===== src/mqiu_pkg.sv =====
// Package: register map, field layout and carrier types of the queue interrupt unit
package mqiu_pkg;

    // Register indices; byte address is four times the index
    localparam logic [5:0] IDX_ENABLE = 6'h00;
    localparam logic [5:0] IDX_STATUS = 6'h02;

    // Bus widths
    localparam int ADR_W = 8;
    localparam int DAT_W = 32;
    localparam int REG_W = 16;

    // Bit positions shared by the enable and status registers
    localparam int BIT_LINK = 15;
    localparam int BIT_TX_DONE = 14;
    localparam int BIT_RX_DONE = 13;
    localparam int BIT_TX_UNDERRUN = 12;
    localparam int BIT_RX_OVERRUN = 11;
    localparam int BIT_EARLY_RX = 10;
    localparam int BIT_TX_STOPPED = 9;
    localparam int BIT_RX_STOPPED = 8;
    localparam int BIT_RX_ERROR = 7;

    // Implemented bits; bits 6..0 are reserved and read zero
    localparam logic [15:0] IMPL_MASK = 16'hff80;

    // Reset values
    localparam logic [15:0] ENABLE_RESET = 16'h0000;
    localparam logic [15:0] STATUS_RESET = 16'h0000;

    // Event levels from the queue manager and MAC, one bit per source
    typedef struct packed {
        logic tx_done;
        logic rx_done;
        logic tx_underrun;
        logic rx_overrun;
        logic early_rx;
        logic tx_stopped;
        logic rx_stopped;
        logic rx_error_frame;
    } mqiu_events_t;

endpackage


===== src/mqiu_top.sv =====
// Interrupt enable and status unit for a single-port MAC with queue manager
//
// Summary of operation
// Enable bit 15 gates link change
// Enable bit 14 gates transmit done
// Enable bit 13 gates receive done
// Enable bit 12 gates transmit underrun
// Enable bit 11 gates receive overrun
// Enable bit 10 gates early receive
// Enable bit 9 gates transmit stopped
// Enable bit 8 gates receive stopped
// Enable bit 7 gates receive error frame
// Enables reset zero; bits 6..0 reserved
// Interrupt when any enabled status set
// Reading status never clears it
// Writing one clears; zeros ignored
// Bit 15 latches every link transition; blips under one clock may be missed
// Bit 14 latches on transmit done
// Bit 13 latches on frame received
// Bit 12 latches on transmit underrun
// Bit 11 latches on receive overrun
// Bit 10 latches on early receive
// Bits 9, 8 latch on process stop
// Bit 7 latches on receive error frame
// Status resets zero, latches regardless of enable
// Event beats clear in same cycle
`timescale 1ns/100ps

module mqiu_top (
    // Clock and synchronous reset
    input wire logic mclk,
    input wire logic reset,
    // Wishbone classic slave
    input wire logic wb_cyc_i,
    input wire logic wb_stb_i,
    input wire logic wb_we_i,
    input wire logic [mqiu_pkg::ADR_W-1:0] wb_adr_i,
    input wire logic [3:0] wb_sel_i,
    input wire logic [mqiu_pkg::DAT_W-1:0] wb_dat_i,
    output logic [mqiu_pkg::DAT_W-1:0] wb_dat_o,
    output logic wb_ack_o,
    // Event sources, same clock
    input wire mqiu_pkg::mqiu_events_t events,
    // Link state from the PHY pin, asynchronous
    input wire logic link_up,
    // Interrupt to the host, active high
    output logic irq
);

    // Register state
    logic [15:0] interrupt_enable; // Software gates
    logic [15:0] interrupt_status; // Sticky pending flags

    // Link synchroniser and edge history
    logic link_meta; // First stage, read only by link_sync
    logic link_sync; // Second stage, safe to use
    logic link_prev; // Previous synchronised level

    // Event history for rising-edge detection
    // A source held high counts once; it must fall to count again
    mqiu_pkg::mqiu_events_t events_prev;

    // Bus decode
    logic bus_req; // New access this cycle
    logic bus_wr; // New write access
    logic hit_enable; // Address selects enable
    logic hit_status; // Address selects status
    logic [15:0] lane_bits; // Bits covered by byte enables

    // Next values
    logic [15:0] set_vec; // Hardware set requests
    logic [15:0] clr_vec; // Software clear requests
    logic [15:0] next_enable;
    logic [15:0] next_status;
    logic next_irq;

    // Expand the low two byte enables into a bit mask
    function automatic logic [15:0] lane_mask(input logic [3:0] sel);
        lane_mask = {{8{sel[1]}}, {8{sel[0]}}};
    endfunction

    // Word index from a byte address
    function automatic logic [5:0] word_index(input logic [7:0] adr);
        word_index = adr[7:2];
    endfunction

    // Place one-cycle event pulses at their status positions
    function automatic logic [15:0] place_events(
        input logic link_edge,
        input mqiu_pkg::mqiu_events_t rise
    );
        logic [15:0] v;
        v = 16'h0000;
        v[mqiu_pkg::BIT_LINK] = link_edge;
        v[mqiu_pkg::BIT_TX_DONE] = rise.tx_done;
        v[mqiu_pkg::BIT_RX_DONE] = rise.rx_done;
        v[mqiu_pkg::BIT_TX_UNDERRUN] = rise.tx_underrun;
        v[mqiu_pkg::BIT_RX_OVERRUN] = rise.rx_overrun;
        v[mqiu_pkg::BIT_EARLY_RX] = rise.early_rx;
        v[mqiu_pkg::BIT_TX_STOPPED] = rise.tx_stopped;
        v[mqiu_pkg::BIT_RX_STOPPED] = rise.rx_stopped;
        v[mqiu_pkg::BIT_RX_ERROR] = rise.rx_error_frame;
        place_events = v;
    endfunction

    // Link pin crosses two flops before anything looks at it
    // Limitation: a link blip shorter than one clock may go unseen
    always_ff @(posedge mclk) begin
        if (reset) begin
            link_meta <= 1'b0;
            link_sync <= 1'b0;
        end else begin
            link_meta <= link_up;
            link_sync <= link_meta;
        end
    end

    // Edge history; link starts down, so a link already up
    // after reset reports one change, which is a real transition
    always_ff @(posedge mclk) begin
        if (reset) begin
            link_prev <= 1'b0;
            events_prev <= '0;
        end else begin
            link_prev <= link_sync;
            events_prev <= events;
        end
    end

    // Decode: one access per request, ack blocks a repeat
    // A master that keeps its strobe up past ack is taken again
    // one cycle later, as a fresh access
    always_comb begin
        bus_req = wb_cyc_i & wb_stb_i & ~wb_ack_o;
        bus_wr = bus_req & wb_we_i;
        hit_enable = (word_index(wb_adr_i) == mqiu_pkg::IDX_ENABLE);
        hit_status = (word_index(wb_adr_i) == mqiu_pkg::IDX_STATUS);
        lane_bits = lane_mask(wb_sel_i);
    end

    // Both link directions count, the others on rising edge only;
    // level sources held high raise a flag once, not every cycle
    always_comb begin
        set_vec = place_events(link_sync ^ link_prev,
            events & ~events_prev);
    end

    // Write-one-to-clear on selected lanes; zeros leave bits alone
    // Lanes 3 and 2 carry no bits, so their strobes change nothing
    always_comb begin
        if (bus_wr && hit_status) begin
            clr_vec = wb_dat_i[15:0] & lane_bits & mqiu_pkg::IMPL_MASK;
        end else begin
            clr_vec = 16'h0000;
        end
    end

    // Enable register: byte-lane write, reserved bits forced low
    always_comb begin
        next_enable = interrupt_enable;
        if (bus_wr && hit_enable) begin
            next_enable = (interrupt_enable & ~lane_bits)
                | (wb_dat_i[15:0] & lane_bits);
        end
        next_enable = next_enable & mqiu_pkg::IMPL_MASK;
    end

    // Status: set beats clear so no event is lost; enables play
    // no part here, a masked source still records its event
    always_comb begin
        next_status = (interrupt_status & ~clr_vec) | set_vec;
        next_status = next_status & mqiu_pkg::IMPL_MASK;
    end

    // Interrupt computed from next values so the pin tracks the
    // registers in the same cycle, yet still leaves a flop
    // Trade-off: a deeper path into the flop, but no cycle of lag
    always_comb begin
        next_irq = |(next_status & next_enable);
    end

    // Enable register
    always_ff @(posedge mclk) begin
        if (reset) begin
            interrupt_enable <= mqiu_pkg::ENABLE_RESET;
        end else begin
            interrupt_enable <= next_enable;
        end
    end

    // Status register; a read never reaches clr_vec
    always_ff @(posedge mclk) begin
        if (reset) begin
            interrupt_status <= mqiu_pkg::STATUS_RESET;
        end else begin
            interrupt_status <= next_status;
        end
    end

    // Interrupt output
    always_ff @(posedge mclk) begin
        if (reset) begin
            irq <= 1'b0;
        end else begin
            irq <= next_irq;
        end
    end

    // Bus answer: ack one cycle after the request, then drop;
    // unmapped addresses ack with zero so the master never hangs
    // Read data is captured at the taking edge, so a flag that sets
    // while ack is up shows on the next read, not this one
    always_ff @(posedge mclk) begin
        if (reset) begin
            wb_ack_o <= 1'b0;
            wb_dat_o <= '0;
        end else begin
            wb_ack_o <= bus_req;
            if (bus_req && !wb_we_i && hit_enable) begin
                wb_dat_o <= {16'h0000, interrupt_enable};
            end else if (bus_req && !wb_we_i && hit_status) begin
                wb_dat_o <= {16'h0000, interrupt_status};
            end else if (bus_req) begin
                wb_dat_o <= '0;
            end
        end
    end

    // Checks
    // Most checks drop out while reset is high; the reset check does not

    // Interrupt pin matches enabled pending flags
    a_irq_follows_flags: assert property (
        @(posedge mclk) disable iff (reset)
        irq == |(interrupt_status & interrupt_enable))
    else $error("irq does not match enabled status");

    // Enable cleared means no interrupt at all
    a_masked_no_irq: assert property (
        @(posedge mclk) disable iff (reset)
        (interrupt_enable == 16'h0000) |-> !irq)
    else $error("irq raised with all sources disabled");

    // Link edge at the pin lands in bit 15 after sync
    a_link_change_latch: assert property (
        @(posedge mclk) disable iff (reset)
        (link_sync != link_prev) |=> interrupt_status[mqiu_pkg::BIT_LINK])
    else $error("link change not latched");

    // Every source pulse latches its bit, enabled or not
    a_source_latches: assert property (
        @(posedge mclk) disable iff (reset)
        (set_vec != 16'h0000) |=>
        ((interrupt_status & $past(set_vec)) == $past(set_vec)))
    else $error("source event not latched");

    // Read of status leaves all flags standing
    a_read_keeps_status: assert property (
        @(posedge mclk) disable iff (reset)
        (bus_req && !wb_we_i && hit_status) |=>
        (($past(interrupt_status) & ~interrupt_status) == 16'h0000))
    else $error("status bit lost on read");

    // Write-one clears exactly the written bits
    a_w1c_exact: assert property (
        @(posedge mclk) disable iff (reset)
        (clr_vec != 16'h0000 && set_vec == 16'h0000) |=>
        (interrupt_status == ($past(interrupt_status) & ~$past(clr_vec))))
    else $error("write-one clear wrong");

    // Event in the clear cycle survives
    a_set_beats_clear: assert property (
        @(posedge mclk) disable iff (reset)
        ((set_vec & clr_vec) != 16'h0000) |=>
        ((interrupt_status & $past(set_vec)) == $past(set_vec)))
    else $error("event lost against clear");

    // Enable write with both low lanes selected lands whole
    a_enable_write: assert property (
        @(posedge mclk) disable iff (reset)
        (bus_wr && hit_enable && wb_sel_i[1:0] == 2'h3) |=>
        (interrupt_enable == ($past(wb_dat_i[15:0]) & mqiu_pkg::IMPL_MASK)))
    else $error("enable write not stored");

    // Reserved bits never set
    a_reserved_low: assert property (
        @(posedge mclk) disable iff (reset)
        interrupt_enable[6:0] == 7'h00 && interrupt_status[6:0] == 7'h00)
    else $error("reserved bit set");

    // Registers come out of reset cleared; written as a forward step so
    // the first edge, before any history exists, is not judged
    a_reset_clear: assert property (
        @(posedge mclk)
        reset |=> (interrupt_enable == mqiu_pkg::ENABLE_RESET
            && interrupt_status == mqiu_pkg::STATUS_RESET && !irq && !wb_ack_o))
    else $error("registers not cleared by reset");

    // Ack is one cycle and answers the request of the cycle before
    a_ack_single: assert property (
        @(posedge mclk) disable iff (reset)
        bus_req |=> wb_ack_o ##1 !wb_ack_o)
    else $error("ack not a single cycle");

    // No strobe, no answer: ack only ever follows a taken request
    a_ack_needs_req: assert property (
        @(posedge mclk) disable iff (reset)
        !(wb_cyc_i && wb_stb_i) |=> !wb_ack_o)
    else $error("ack without a request");

    // Status read returns the flags as they stood at the taking edge
    a_status_readback: assert property (
        @(posedge mclk) disable iff (reset)
        (bus_req && !wb_we_i && hit_status) |=>
        (wb_dat_o == {16'h0000, $past(interrupt_status)}))
    else $error("status read data wrong");

    // Enable read returns the gates, reserved bits as zero
    a_enable_readback: assert property (
        @(posedge mclk) disable iff (reset)
        (bus_req && !wb_we_i && hit_enable) |=>
        (wb_dat_o == {16'h0000, $past(interrupt_enable)}))
    else $error("enable read data wrong");

    // Unmapped reads answer zero so a stray driver sees nothing
    a_unmapped_zero: assert property (
        @(posedge mclk) disable iff (reset)
        (bus_req && !wb_we_i && !hit_enable && !hit_status) |=>
        (wb_dat_o == 32'h0000_0000))
    else $error("unmapped read not zero");

    // Gates move only on an enable write; a status access or an
    // event must never disturb them
    a_enable_steady: assert property (
        @(posedge mclk) disable iff (reset)
        !(bus_wr && hit_enable) |=> $stable(interrupt_enable))
    else $error("enable changed without a write");

    // A flag rises only where an event was seen the cycle before;
    // catches a clear path that sets instead of clears
    a_status_no_spurious: assert property (
        @(posedge mclk) disable iff (reset)
        1'b1 |=>
        ((interrupt_status & ~$past(interrupt_status) & ~$past(set_vec)) == 16'h0000))
    else $error("status bit set without an event");

    // Clearing the last enabled flag drops the pin at the next edge
    a_clear_drops_irq: assert property (
        @(posedge mclk) disable iff (reset)
        (clr_vec != 16'h0000 && set_vec == 16'h0000
            && ((interrupt_status & ~clr_vec & interrupt_enable) == 16'h0000)) |=> !irq)
    else $error("irq stayed up after clear");

    // Main scenarios
    c_link_irq: cover property (
        @(posedge mclk) disable iff (reset)
        (link_sync != link_prev) && interrupt_enable[mqiu_pkg::BIT_LINK] ##1 irq);

    c_set_clear_clash: cover property (
        @(posedge mclk) disable iff (reset)
        (set_vec & clr_vec) != 16'h0000);

    c_clear_drops_irq: cover property (
        @(posedge mclk) disable iff (reset)
        irq && clr_vec != 16'h0000 ##1 !irq);

    c_status_read: cover property (
        @(posedge mclk) disable iff (reset)
        bus_req && !wb_we_i && hit_status && interrupt_status != 16'h0000);

    c_masked_event: cover property (
        @(posedge mclk) disable iff (reset)
        (set_vec != 16'h0000) && ((set_vec & interrupt_enable) == 16'h0000));

endmodule // mqiu_top


===== config.mk =====
export PLATFORM = sky130hd
export DESIGN_NAME = mqiu_top
export DESIGN_NICKNAME = d
export VERILOG_FILES = /design/src/mqiu_pkg.sv /design/src/mqiu_top.sv
export SDC_FILE = /design/constraint.sdc
export NUM_CORES = 1
export LEC_CHECK = 0
export BUFFER_PORTS_ARGS = -buffer_cell sky130_fd_sc_hd__buf_4
export CORE_MARGIN = 5
export CORE_UTILIZATION = 44
export CTS_CLUSTER_SIZE = 10
export DETAILED_ROUTE_END_ITERATION = 16
export GPL_TIMING_DRIVEN = 0
export PLACE_DENSITY = 0.79
export SETUP_SLACK_MARGIN = 0.05
export SYNTH_ARGS = -nofsm -noshare
export SYNTH_HDL_FRONTEND = slang
export SYNTH_SLANG_ARGS = --single-unit
export TNS_END_PERCENT = 20

===== constraint.sdc =====
create_clock -name mclk -period 2.6 [get_ports mclk]
set_input_delay 0.52 -clock mclk [delete_from_list [all_inputs] [get_ports mclk]]
set_output_delay 0.52 -clock mclk [all_outputs]
set_load 0.01 [all_outputs]

==> reports/qor.yml <==
outcome:
  run_status: "finished, final reports clean"
sta:
  rsz0062_at_grt: "no"
  hold_viol: 0
  worst_pin_slew_ps: 664
  slew_headroom_pct: 55.5
  fin_skew_ps: 2.74
  tns_ps: 0
  setup_viol: 0
  drv_slew: 0
  fin_crit_sh_pct: 81.0
  final.setup.worst_slack_ps: 494
  max_freq_mhz: 475
  post-route-min-period_ps: 2110
setup_path:
  critPathMaxFanout: 7
  crit_chain: "buf_4 -> nor4_4 -> nand4_2 -> o21ai_0 -> a21oi_1 -> nor4_1 -> a21oi_1"
  worst-path-buf-inv: 1
  cpPeakStageDelay_ps: 490
  worstSetupStartpointType: "input port"
  arrival_ps: 2270
  reg2regPathDepth: 6
  worstPathRequired_ps: 2760
  crit_family: "simple AND/OR/NAND/NOR gates"
  worstSetupEndpointType: "flip-flop"
  setup.worst_path.class: "input port to flip-flop"
  path_depth: 7
  cp_common_cell: "a21oi_1"
  crit_path_top_delay_cell: "nor4_4"
clock_tree:
  clock_latency_ps: 290
  cts_inserted_buffers: 5
  ctsResizeCount: 0
  cts_max_level: 2
  clk_pin_slew_ps: 80
  cts_max_path_buffers: 2
  root_buffer: "clkbuf_8"
  clock-sinks: 40
  ctsHoldBuffers: 0
  postCtsSetupRepairBufs: 0
  cts_tree: "done"
worst_hold_path:
  hold_class: "input port to flip-flop"
  hold_path_depth: 2
drt:
  wl_met1_mm: 1.47
  wl_met3_um: 371
  finalWirelength_mm: 3.83
  vias_per_cell: 4.72
  top_layer: "met4"
  first_pass_iters: 4
  drt_first_iter_violations: 100
  antenna_left: 0
  vias: 1410
  wl_met2_mm: 1.92
  drc: 0
  wl_per_cell_um: 12.8
floorplan:
  dieArea_mm2: 0.00518
  die_x_um: 72.0
  initial_core_util_pct: 45.9
  ios: 92
  num_rows: 22
  die_y_um: 72.0
  coreArea_mm2: 0.00369
global_route:
  grtUsageTotal_pct: 15.8
  first_global_vias: 1391
  antenna_found_initial: 0
  grt_start_max_net_pins: 14
  overflow: 0
  grt_pass1_wl_mm: 6.31
finish:
  final_common_cell: "buf_4"
  final_area_mm2: 0.00225
  syn_to_final_growth_pct: 32.8
  layout_common_cells: "63 x buf_4, 40 x dfxtp_1, 30 x nor2_1"
  drive_gt1_share_pct: 30.3
  diodes: 0
  fill_cells: 357
  final_net_count: 308
place:
  hpwl_mm: 2.90
  globalplace.congestion: 0.734
  dpl_cell_area_mm2: 0.00213
  portBuffers: 40
  pre_cts_slack_ps: 152
pwr:
  p_per_area_mw_per_mm2: 575
  p_leak_nw: 1.11
  irDropWorstVdd_mv: 0.483
  totalPowerFinal_mw: 1.29
logic_synthesis:
  syn_area_per_cell_um2: 9.35
  syn_area_mm2: 0.00169
  yosysWarnings: 0
  ys_ff_latch: 40
  syn_inst: 181
  synth_cell_type_count: 25
  yosysSeqAreaShare_pct: 47.3
run:
  cap_violations: 0
sequential cells by signal, indices dropped and copies added, names as in the netlist:
signal,count
link_prev,1
events_prev,8
interrupt_enable,9
link_sync,1
wb_dat_o,9
wb_ack_o,1
irq,1
interrupt_status,9
link_meta,1
final timing paths:
check,startpoint,end,slack [ps]
max,wb_adr_i[5],irq,490
min,link_up,link_meta,430
max reg2reg,wb_ack_o,irq,740
min reg2reg,link_meta,link_sync,460
routing by layer:
metal / up-vias / track usage (%)
li1: 719 / -
met1: 629 / 19.0
met2: 57 / 26.7
met3: 5 / 4.29
met4: 0 / 6.26
met5: - / 0
cells in the mapped netlist:
cell type	number	share of area, %
dfxtp_1	40	47
nor2_1	30	6.7
buf_4	23	10
a21oi_1	13	3.8
nor2b_1	11	4.1
inv_1	10	2.2
a222oi_1	9	5.3
mux2i_1	9	5.3
o22ai_1	6	2.2
clkbuf_1	5	1.1
o21ai_0	4	1.2
nand2b_1	3	1.1
nand4_1	3	1.1
and3_1	2	0.74
nand2_1	2	0.44
nor3_2	2	1.2
and3b_1	1	0.52
and4b_1	1	0.59
conb_1	1	0.22
nand3b_1	1	0.44
nand4_2	1	0.74
nand4_4	1	1.3
nor4_1	1	0.37
nor4_4	1	1.3
xnor2_1	1	0.52
layout make-up:
cell class	instances	area, µm²	area share, %
Tap cell	48	60.1	2.67
Multi-Input combinational cell	125	744	33.1
Clock buffer	5	68.8	3.06
Sequential cell	40	801	35.7
Buffer	28	191	8.52
Clock inverter	3	42.5	1.89
Timing Repair Buffer	40	300	13.4
Inverter	10	37.5	1.67
through the flow:
step / hold slack (ps) / cells / util [%]
2_1_floorplan: 414 / 203 / -
3_3_place_gp: 421 / 291 / 57.9
3_5_place_dp: 449 / 291 / 57.9
4_1_cts: 425 / 299 / 60.9
5_1_grt: 434 / 299 / 60.9
6_report: 433 / 299 / 60.9
power breakdown:
part           leakage (nW)  internal [mW]  switching, mW
registers             0.328          0.633         0.0100
logic                 0.724         0.0733         0.0708
clock network        0.0541          0.284          0.220
kinds of logic after synthesis:
family | after synthesis | share of synthesized area (%)
AO/OA/AOI/OAI | 32 | 12.6
XOR/XNOR | 1 | 0.518
buffers and inverters | 38 | 13.5
flip-flops | 40 | 47.3
multiplexers | 9 | 5.33
other | 1 | 0.222
AND/OR/NAND/NOR | 60 | 20.5
Power figures use the tool's default switching activity.
